--- src/isd_pkg.sv ---
// Constants and helpers for the input stream delay configuration block
// Contract
// - Mode low: delay equals field over four
// - Mode low: up to 7.75 bits, quarter steps
// - Mode low: base sampling point three quarters
// - Mode high: low bits pick sampling point
// - Mode high: upper bits give integer delay
// - Point codes 00/01/10/11 give 3,4,1,2
// - Thirty-two channel delay registers, consecutive
// - Bits 8:0 hold channel delay, reset zero
// - Storage delayed by slots from frame boundary
// - Usable delay limited by stream rate
// - 32 Mbps mode: only first sixteen apply
// - One mode bit selects all field meanings
// - Each local stream has 5-bit field
package isd_pkg;
  localparam int          NUM_STREAMS    = 32;
  localparam int          HALF_STREAMS   = 16;
  localparam int          BIT_FIELD_W    = 5;
  localparam int          CHAN_FIELD_W   = 9;
  localparam int          POS_W          = 6;
  localparam int          RATE_W         = 3;
  // Register indices; byte address is four times the index
  localparam logic [6:0]  IDX_CTRL       = 7'h01;
  localparam logic [6:0]  IDX_STAT       = 7'h02;
  localparam logic [6:0]  IDX_LID_FIRST  = 7'h23;
  localparam logic [6:0]  IDX_LID_LAST   = 7'h42;
  localparam logic [6:0]  IDX_BCD_FIRST  = 7'h43;
  localparam logic [6:0]  IDX_BCD_LAST   = 7'h62;
  // Control register fields
  localparam int          CTRL_MODE_BIT  = 0;
  localparam int          CTRL_RATE_LSB  = 1;
  localparam int          CTRL_RATE_MSB  = 3;
  localparam logic [RATE_W-1:0] RATE_2M  = 3'h0;
  localparam logic [RATE_W-1:0] RATE_4M  = 3'h1;
  localparam logic [RATE_W-1:0] RATE_8M  = 3'h2;
  localparam logic [RATE_W-1:0] RATE_16M = 3'h3;
  localparam logic [RATE_W-1:0] RATE_32M = 3'h4;
  // Status register fields
  localparam int          STAT_CHAN_LSB  = 0;
  localparam int          STAT_FRM_LSB   = 16;
  // Reset values
  localparam logic [BIT_FIELD_W-1:0]  LID_RESET  = 5'h00;
  localparam logic [CHAN_FIELD_W-1:0] BCD_RESET  = 9'h000;
  localparam logic [RATE_W-1:0]       RATE_RESET = 3'h0;
  // Sampling position constant in quarter bits, and bus response codes
  localparam logic [POS_W-1:0]  DEFAULT_POINT    = 6'h03;
  localparam logic [1:0]        RESP_OKAY        = 2'h0;
  localparam logic [1:0]        RESP_DECERR      = 2'h3;

  // Largest usable channel delay for a stream rate
  function automatic logic [CHAN_FIELD_W-1:0] rate_limit(
    input logic [RATE_W-1:0] rate);
    unique case (rate)
      RATE_2M:  rate_limit = 9'h01f;
      RATE_4M:  rate_limit = 9'h03f;
      RATE_8M:  rate_limit = 9'h07f;
      RATE_16M: rate_limit = 9'h0ff;
      default:  rate_limit = 9'h1ff;
    endcase
  endfunction
endpackage

--- src/isd_bit_delay_dec.sv ---
// Decoder of one local stream bit delay field into a sampling position
`timescale 1ns/1ns
module isd_bit_delay_dec
  import isd_pkg::*;
(
  input  wire logic                   mode_in,
  input  wire logic [BIT_FIELD_W-1:0] field_in,
  output logic      [POS_W-1:0]       sample_pos_out,
  output logic      [2:0]             int_delay_out,
  output logic      [2:0]             point_out
);
  wire logic [1:0] local_sample_point_bits;
  wire logic [2:0] local_integer_delay_bits;
  logic      [2:0] point_quarter;

  assign local_sample_point_bits  = field_in[1:0];
  assign local_integer_delay_bits = field_in[4:2];

  always_comb begin
    unique case (local_sample_point_bits)
      2'h0: point_quarter = 3'h3;
      2'h1: point_quarter = 3'h4;
      2'h2: point_quarter = 3'h1;
      2'h3: point_quarter = 3'h2;
    endcase
  end

  // Position counted in quarter bits from the start of the bit
  wire logic [POS_W-1:0] pos_frac;
  wire logic [POS_W-1:0] pos_int;
  assign pos_frac = DEFAULT_POINT + {1'b0, field_in};
  assign pos_int  = {1'b0, local_integer_delay_bits, 2'h0}
                  + {3'h0, point_quarter};

  assign sample_pos_out = mode_in ? pos_int : pos_frac;
  assign int_delay_out  = mode_in ? local_integer_delay_bits : field_in[4:2];
  assign point_out      = mode_in ? point_quarter : DEFAULT_POINT[2:0];
endmodule

--- src/isd_top.sv ---
// Register file and frame-aligned delay control for input streams
//
// Added by the designer: the AXI4-Lite slave port.
`timescale 1ns/1ns
module isd_top
  import isd_pkg::*;
#(
  parameter int ADDR_W = 12
)(
  input  wire logic                              SYS_CLK_IN,
  input  wire logic                              RST_IN,
  input  wire logic                              CE_IN,
  input  wire logic [ADDR_W-1:0]                 S_AXI_AWADDR_IN,
  input  wire logic                              S_AXI_AWVALID_IN,
  output logic                                   S_AXI_AWREADY_OUT,
  input  wire logic [31:0]                       S_AXI_WDATA_IN,
  input  wire logic [3:0]                        S_AXI_WSTRB_IN,
  input  wire logic                              S_AXI_WVALID_IN,
  output logic                                   S_AXI_WREADY_OUT,
  output logic [1:0]                             S_AXI_BRESP_OUT,
  output logic                                   S_AXI_BVALID_OUT,
  input  wire logic                              S_AXI_BREADY_IN,
  input  wire logic [ADDR_W-1:0]                 S_AXI_ARADDR_IN,
  input  wire logic                              S_AXI_ARVALID_IN,
  output logic                                   S_AXI_ARREADY_OUT,
  output logic [31:0]                            S_AXI_RDATA_OUT,
  output logic [1:0]                             S_AXI_RRESP_OUT,
  output logic                                   S_AXI_RVALID_OUT,
  input  wire logic                              S_AXI_RREADY_IN,
  input  wire logic                              FRAME_START_IN,
  input  wire logic                              CHAN_SLOT_IN,
  output logic                                   SAMPLE_MODE_OUT,
  output logic [NUM_STREAMS*POS_W-1:0]           LOCAL_SAMPLE_POS_OUT,
  output logic [NUM_STREAMS*CHAN_FIELD_W-1:0]    BP_CHAN_DELAY_OUT,
  output logic [NUM_STREAMS-1:0]                 BP_STREAM_ACTIVE_OUT,
  output logic [NUM_STREAMS-1:0]                 BP_STORE_EN_OUT
);
  // Software-visible registers
  logic [BIT_FIELD_W-1:0]  local_bit_delay_reg   [NUM_STREAMS];
  logic [CHAN_FIELD_W-1:0] backplane_chan_delay_reg [NUM_STREAMS];
  logic                    sample_mode_select;
  logic [RATE_W-1:0]       bp_rate;
  // Copies in force for the current frame
  logic [BIT_FIELD_W-1:0]  lid_act [NUM_STREAMS];
  logic [CHAN_FIELD_W-1:0] bcd_act [NUM_STREAMS];
  logic                    mode_act;
  logic [RATE_W-1:0]       rate_act;
  // Frame position
  logic [CHAN_FIELD_W-1:0] chan_count;
  logic [15:0]             frame_count;
  // Bus state
  logic                    bvalid;
  logic [1:0]              bresp;
  logic                    rvalid;
  logic [1:0]              rresp;
  logic [31:0]             rdata;

  // Write decode
  wire logic              wr_fire;
  wire logic [6:0]        wr_idx;
  wire logic              wr_upper_ok;
  wire logic              wr_ctrl;
  wire logic              wr_lid;
  wire logic              wr_bcd;
  wire logic [6:0]        wr_lid_off;
  wire logic [6:0]        wr_bcd_off;
  wire logic              wr_hit;

  assign S_AXI_AWREADY_OUT = CE_IN && !bvalid
                           && S_AXI_AWVALID_IN && S_AXI_WVALID_IN;
  assign S_AXI_WREADY_OUT  = S_AXI_AWREADY_OUT;
  assign wr_fire     = S_AXI_AWREADY_OUT;
  assign wr_idx      = S_AXI_AWADDR_IN[8:2];
  assign wr_upper_ok = (S_AXI_AWADDR_IN[ADDR_W-1:9] == '0);
  assign wr_ctrl     = wr_upper_ok && (wr_idx == IDX_CTRL);
  assign wr_lid      = wr_upper_ok && (wr_idx >= IDX_LID_FIRST)
                     && (wr_idx <= IDX_LID_LAST);
  assign wr_bcd      = wr_upper_ok && (wr_idx >= IDX_BCD_FIRST)
                     && (wr_idx <= IDX_BCD_LAST);
  assign wr_lid_off  = wr_idx - IDX_LID_FIRST;
  assign wr_bcd_off  = wr_idx - IDX_BCD_FIRST;
  assign wr_hit      = wr_ctrl || wr_lid || wr_bcd
                     || (wr_upper_ok && (wr_idx == IDX_STAT));

  // Read decode
  wire logic              rd_fire;
  wire logic [6:0]        rd_idx;
  wire logic              rd_upper_ok;
  wire logic              rd_ctrl;
  wire logic              rd_stat;
  wire logic              rd_lid;
  wire logic              rd_bcd;
  wire logic [6:0]        rd_lid_off;
  wire logic [6:0]        rd_bcd_off;
  wire logic [31:0]       rd_value;
  wire logic              rd_hit;

  assign S_AXI_ARREADY_OUT = CE_IN && !rvalid;
  assign rd_fire     = S_AXI_ARREADY_OUT && S_AXI_ARVALID_IN;
  assign rd_idx      = S_AXI_ARADDR_IN[8:2];
  assign rd_upper_ok = (S_AXI_ARADDR_IN[ADDR_W-1:9] == '0);
  assign rd_ctrl     = rd_upper_ok && (rd_idx == IDX_CTRL);
  assign rd_stat     = rd_upper_ok && (rd_idx == IDX_STAT);
  assign rd_lid      = rd_upper_ok && (rd_idx >= IDX_LID_FIRST)
                     && (rd_idx <= IDX_LID_LAST);
  assign rd_bcd      = rd_upper_ok && (rd_idx >= IDX_BCD_FIRST)
                     && (rd_idx <= IDX_BCD_LAST);
  assign rd_lid_off  = rd_idx - IDX_LID_FIRST;
  assign rd_bcd_off  = rd_idx - IDX_BCD_FIRST;
  assign rd_hit      = rd_ctrl || rd_stat || rd_lid || rd_bcd;
  // Reserved bits read as zero
  assign rd_value =
      rd_ctrl ? {28'h0, bp_rate, sample_mode_select} :
      rd_stat ? {frame_count, 7'h0, chan_count} :
      rd_lid  ? {27'h0, local_bit_delay_reg[rd_lid_off[4:0]]} :
      rd_bcd  ? {23'h0, backplane_chan_delay_reg[rd_bcd_off[4:0]]} :
                32'h0;

  // Register writes; only the defined bits are stored, since software
  // keeps the reserved upper bits at zero anyway
  always_ff @(posedge SYS_CLK_IN) begin
    if (RST_IN) begin
      sample_mode_select <= 1'b0;
      bp_rate            <= RATE_RESET;
      for (int i = 0; i < NUM_STREAMS; i++) begin
        local_bit_delay_reg[i]      <= LID_RESET;
        backplane_chan_delay_reg[i] <= BCD_RESET;
      end
    end else if (wr_fire) begin
      if (wr_ctrl && S_AXI_WSTRB_IN[0]) begin
        sample_mode_select <= S_AXI_WDATA_IN[CTRL_MODE_BIT];
        bp_rate <= S_AXI_WDATA_IN[CTRL_RATE_MSB:CTRL_RATE_LSB];
      end
      if (wr_lid && S_AXI_WSTRB_IN[0]) begin
        local_bit_delay_reg[wr_lid_off[4:0]] <=
          S_AXI_WDATA_IN[BIT_FIELD_W-1:0];
      end
      if (wr_bcd && S_AXI_WSTRB_IN[0]) begin
        backplane_chan_delay_reg[wr_bcd_off[4:0]][7:0] <=
          S_AXI_WDATA_IN[7:0];
      end
      if (wr_bcd && S_AXI_WSTRB_IN[1]) begin
        backplane_chan_delay_reg[wr_bcd_off[4:0]][8] <=
          S_AXI_WDATA_IN[8];
      end
    end
  end

  // Write response
  always_ff @(posedge SYS_CLK_IN) begin
    if (RST_IN) begin
      bvalid <= 1'b0;
      bresp  <= RESP_OKAY;
    end else if (CE_IN) begin
      if (wr_fire) begin
        bvalid <= 1'b1;
        bresp  <= wr_hit ? RESP_OKAY : RESP_DECERR;
      end else if (S_AXI_BREADY_IN) begin
        bvalid <= 1'b0;
      end
    end
  end

  // Read response
  always_ff @(posedge SYS_CLK_IN) begin
    if (RST_IN) begin
      rvalid <= 1'b0;
      rresp  <= RESP_OKAY;
      rdata  <= 32'h0;
    end else if (CE_IN) begin
      if (rd_fire) begin
        rvalid <= 1'b1;
        rresp  <= rd_hit ? RESP_OKAY : RESP_DECERR;
        rdata  <= rd_value;
      end else if (S_AXI_RREADY_IN) begin
        rvalid <= 1'b0;
      end
    end
  end

  assign S_AXI_BVALID_OUT = bvalid;
  assign S_AXI_BRESP_OUT  = bresp;
  assign S_AXI_RVALID_OUT = rvalid;
  assign S_AXI_RRESP_OUT  = rresp;
  assign S_AXI_RDATA_OUT  = rdata;

  // Settings are copied only at a frame start, so a frame that is
  // already being received never sees a mix of old and new delays
  always_ff @(posedge SYS_CLK_IN) begin
    if (RST_IN) begin
      mode_act <= 1'b0;
      rate_act <= RATE_RESET;
      for (int i = 0; i < NUM_STREAMS; i++) begin
        lid_act[i] <= LID_RESET;
        bcd_act[i] <= BCD_RESET;
      end
    end else if (CE_IN && FRAME_START_IN) begin
      mode_act <= sample_mode_select;
      rate_act <= bp_rate;
      for (int i = 0; i < NUM_STREAMS; i++) begin
        lid_act[i] <= local_bit_delay_reg[i];
        bcd_act[i] <= backplane_chan_delay_reg[i];
      end
    end
  end

  // Channel slot counter from the frame boundary; it saturates so a
  // long frame cannot wrap and re-close the storage window
  always_ff @(posedge SYS_CLK_IN) begin
    if (RST_IN) begin
      chan_count  <= '0;
      frame_count <= 16'h0000;
    end else if (CE_IN) begin
      if (FRAME_START_IN) begin
        chan_count  <= '0;
        frame_count <= frame_count + 16'h0001;
      end else if (CHAN_SLOT_IN && (chan_count != '1)) begin
        chan_count  <= chan_count + 9'h001;
      end
    end
  end

  // Effective channel delay per backplane stream
  wire logic                    bp_is_32m;
  wire logic [CHAN_FIELD_W-1:0] bp_limit;
  assign bp_is_32m = (rate_act >= RATE_32M);
  assign bp_limit  = rate_limit(rate_act);

  logic [CHAN_FIELD_W-1:0] eff_delay   [NUM_STREAMS];
  logic [NUM_STREAMS-1:0]  active;
  always_comb begin
    for (int i = 0; i < NUM_STREAMS; i++) begin
      active[i] = !bp_is_32m || (i < HALF_STREAMS);
      if (!active[i]) begin
        eff_delay[i] = '0;
      end else if (bcd_act[i] > bp_limit) begin
        eff_delay[i] = bp_limit;
      end else begin
        eff_delay[i] = bcd_act[i];
      end
    end
  end

  // Local sampling position decoders
  wire logic [POS_W-1:0] dec_pos [NUM_STREAMS];
  for (genvar g = 0; g < NUM_STREAMS; g++) begin : g_dec
    isd_bit_delay_dec u_dec (
      .mode_in        (mode_act),
      .field_in       (lid_act[g]),
      .sample_pos_out (dec_pos[g]),
      .int_delay_out  (),
      .point_out      ()
    );
  end

  // Registered data outputs
  always_ff @(posedge SYS_CLK_IN) begin
    if (RST_IN) begin
      SAMPLE_MODE_OUT      <= 1'b0;
      LOCAL_SAMPLE_POS_OUT <= {NUM_STREAMS{DEFAULT_POINT}};
      BP_CHAN_DELAY_OUT    <= '0;
      BP_STREAM_ACTIVE_OUT <= '1;
      BP_STORE_EN_OUT      <= '0;
    end else if (CE_IN) begin
      SAMPLE_MODE_OUT <= mode_act;
      for (int i = 0; i < NUM_STREAMS; i++) begin
        LOCAL_SAMPLE_POS_OUT[i*POS_W +: POS_W]           <= dec_pos[i];
        BP_CHAN_DELAY_OUT[i*CHAN_FIELD_W +: CHAN_FIELD_W] <= eff_delay[i];
        BP_STREAM_ACTIVE_OUT[i] <= active[i];
        BP_STORE_EN_OUT[i] <= active[i] && !FRAME_START_IN
                            && (chan_count >= eff_delay[i]);
      end
    end
  end
endmodule

--- config.mk ---
export PLATFORM = sky130hd
export DESIGN_NAME = isd_top
export DESIGN_NICKNAME = d
export VERILOG_FILES = /design/src/isd_pkg.sv /design/src/isd_bit_delay_dec.sv /design/src/isd_top.sv
export SDC_FILE = /design/constraint.sdc
export NUM_CORES = 2
export LEC_CHECK = 0
export BUFFER_PORTS_ARGS = -buffer_cell sky130_fd_sc_hd__buf_4
export CAP_MARGIN = 20
export CORE_MARGIN = 1
export CORE_UTILIZATION = 40
export DETAILED_ROUTE_END_ITERATION = 12
export GPL_TIMING_DRIVEN = 0
export PLACE_DENSITY = 0.67
export RECOVER_POWER = 50
export SYNTH_ARGS = -nofsm -noshare
export SYNTH_HDL_FRONTEND = slang
export SYNTH_SLANG_ARGS = --single-unit
--- constraint.sdc ---
create_clock -name SYS_CLK_IN -period 23.6 [get_ports SYS_CLK_IN]
set_input_delay 4.72 -clock SYS_CLK_IN [delete_from_list [all_inputs] [get_ports SYS_CLK_IN]]
set_output_delay 4.72 -clock SYS_CLK_IN [all_outputs]
set_load 0.02 [all_outputs]
==> key figures <==
Drt
  – DR vias: a little over 60000
  – Routed WL per cell: 30.7 um
  – Detailed Route WL: 318000 um
  – DRC Markers: 0
  – 1st-iter DRT viols: 7519
  – TritonRoute pass-1 iters: 6
  – Vias per cell: 5.92
  – Post-route antenna net violation count: 0

STA
  – Final Cycle Share: 0.557
  – Minimum clock period: 13.16 ns
  – Final-report hold violation count: 0
  – Actual slew at the worst max-slew pin: 3.61 ns
  – Clock Skew: 0.0327 ns
  – RSZ-0062 raised after global routing: no
  – Setup-failing EPs final: 0
  – Setup tns final: 0 ns
  – Count of final max-slew check failures: 364
  – F_max: ~76 MHz
  – Max_slew headroom: -1.40

Finish
  – Synth-to-layout area growth: 15.6%
  – Layout cells sized above 1: 0.0863
  – Nets: 8333
  – Final core utilization: 0.467

Critical path
  – Crit. End Element: flop
  – Crit. Startpoint: CE_IN
  – Max incr delay on CP: 2.66 ns
  – WS Path Type: input pin to flop
  – Most frequent CP cell: clkbuf_1
  – Worst r2r src: rate_act[1]$_SDFFE_PP0P_
  – CP Cell Sequence: clkbuf_1, clkbuf_1, nand2_1, nand2b_1, clkbuf_1, clkbuf_1, clkbuf_1, buf_16, buf_16
  – Critical path buffers and inverters: 7
  – CP top delay family: buffers and inverters
  – Critical Path RT: 24.10 ns
  – Worst setup SP type: input pin
  – Worst-path fanout max: 64
  – Critical path data arrival time: 13.65 ns
  – Critical-path top delay cell: clkbuf_1

Clock network
  – Clock Path Buffers: 3
  – Clk Latency, worst-skew pair: between 0.8 and 0.9 ns
  – Hold_buf cts: 0
  – CTS Sinks: 1472
  – Number of setup buffers added after CTS: 0
  – Worst-path clk slew: approximately 0.05 ns
  – TritonCTS clock tree: yes
  – H-Tree Level Count: 4
  – Number of gates resized after CTS: 0
  – Clock root cell: clkbuf_16
  – Clock buffer count from CTS: approximately 160

Yosys
  – Post-synthesis register bit count: 1472
  – Leading post-synthesis cells by cell area: edfxtp_1 (36%), dfxtp_1 (15%), ha_1 (9.1%), and3_1 (3.6%), mux4_2 (3.4%)
  – Post-synth EDFFs: 896
  – Area fraction of the dominant cell type after synthesis: 0.359
  – Yosys top cell by area: edfxtp_1
  – Post-synth top flop: edfxtp_1
  – Post-synth ARST share: 0
  – Cells after Synth: ~7000
  – Synth cell count leaders: edfxtp_1 (896), nor2_1 (577), dfxtp_1 (576), ha_1 (548), nand2_1 (482)
  – Seq/Total Area, Yosys: 0.512
  – Synthesized cell area: around 75000 um2
  – Post-synthesis cell type count: 65
  – Most common cell in the synthesized netlist: edfxtp_1
  – Yosys warns: 0
  – Syn_area_per_cell: 10.9 um2

Power and ir drop
  – Worst VDD drop: 0.0608 mV
  – NetSw: about 1800 uW
  – Clock network power share: 0.412
  – Combinational power share: 0.123
  – Seq pwr share: 0.465
  – Internal Pwr Total: 4570 uW
  – Lkg Pwr: about 0.036 uW
  – P per Cell Area: 73.0 nW/um2
  – Sw Ratio: 0.279

Global route
  – Total congestion overflow: 0
  – Global-route wire length before repair: 436000 um
  – Gr usage total: 0.324
  – Via count of the first global-routing pass: 59000
  – Maximum number of pins on one net before global-route repair: 65
  – Initial antenna violation count: 37

Outcome
  – Failing checks: max-capacitance violations, max-slew violations
  – Status: finished with violations

Hold path
  – Worst Hold Class: flop to flop
  – Hold Startpoint: BP_STORE_EN_OUT[23]$_SDFFE_PP0P_

Floorplanning
  – Chip Width: 435 um
  – Height of the chip: ~440 um
  – Core area: 186000 um2
  – Cell Rows: 158
  – DIE AREA: 189000 um2
  – Initial core utilization: 0.404
  – I/O Pins: 656

Run
  – Max-cap violations: 12

Placement
  – Routability cong.: 1.05
  – HPWL Detailed: between 200000 and 250000 um
  – Number of port buffers: 591
through the flow:
| stage | worst slack (ns) | instances | power [uW] | hold slack, ns | area (um2) |
|---|---|---|---|---|---|
| after floorplan | 5.27 | 6913 | 3450 | 0.445 | 75100 |
| after global placement | -0.822 | 9984 | 3800 | 0.442 | 82600 |
| after detailed placement | 12.52 | 10000 | 3800 | 0.449 | 83500 |
| after CTS | 12.52 | 10300 | 6350 | 0.462 | 88800 |
| after global routing | 10.25 | 10400 | 6480 | 0.481 | 86700 |
| final | 10.44 | 10400 | 6330 | 0.461 | 86800 |
worst min-delay path, stage by stage, from the launching register on:
cell     delay (ns)
dfxtp_1        0.32
nand2_1        0.05
o21ai_0        0.06
power by group through the flow:
stage | Combinational [uW] | Clock (uW) | Sequential [uW]
3_5_place_dp | 807 | 0 | 2990
4_1_cts | 810 | 2600 | 2940
3_3_place_gp | 778 | 0 | 3030
2_1_floorplan | 410 | 0 | 3040
5_1_grt | 825 | 2710 | 2950
6_report | 782 | 2610 | 2940
area by class of cell:
cell class / instances / area, um2
clock buffers: 218 / 4530
well taps: 2480 / 3100
repair buffers: 638 / 3090
diodes: 28 / 70.1
plain buffers: 565 / 2440
inverters: 154 / 578
flip-flops and latches: 1472 / 38500
fillers: 17600 / 99100
multi-input cells: 4722 / 33600
clock inverters: 85 / 847
final timing paths:
kind                                                          to  slack [ns]  cells after the start
worst max register to register  BP_STORE_EN_OUT[30]$_SDFFE_PP0P_       15.62                     20
worst min-delay path            BP_STORE_EN_OUT[23]$_SDFFE_PP0P_        0.46                      2
worst min register to register  BP_STORE_EN_OUT[23]$_SDFFE_PP0P_        0.46                      2
worst max-delay path                bcd_act[0][92]$_SDFFCE_PN0P_       10.44                      9
placed cells by master, fill, tap and decap left out, drive strengths merged, types with 23 or more instances in the layout:
master	n
a21oi	167
a211oi	174
clkbuf	1226
edfxtp	896
inv	164
nor2	577
ha	548
o22ai	75
mux2i	163
clkinv	61
and3	426
mux2	26
mux4	112
nor4bb	32
xnor2	55
nand3	45
nor2b	208
a21o	219
a31oi	37
o21ai	359
o21a	79
diode	28
conb	23
xor2	79
nor3	77
buf	195
or2	41
dfxtp	576
a211o	44
and2	262
nand4	85
nand2b	118
o211ai	48
nand2	482
a22oi	27
per-layer routing:
layer	vias up	track usage	routed length [um]
met4	8	0.238	25600
met3	890	0.0757	31900
met2	3544	0.503	142000
met1	30300	0.392	118000
li1	26600	-	-
met5	-	0	53
cell families after synthesis:
logic type / after synthesis / synth area share
mux: 301 / 0.0593
other cells: 2 / 0.000100
buf+inv: 719 / 0.0403
flops: 1472 / 0.512
xor+xnor: 134 / 0.0157
compound gates: 1305 / 0.114
simple gates: 2400 / 0.166
fa+ha+maj: 559 / 0.0929
(Power assumes the default switching activity.)
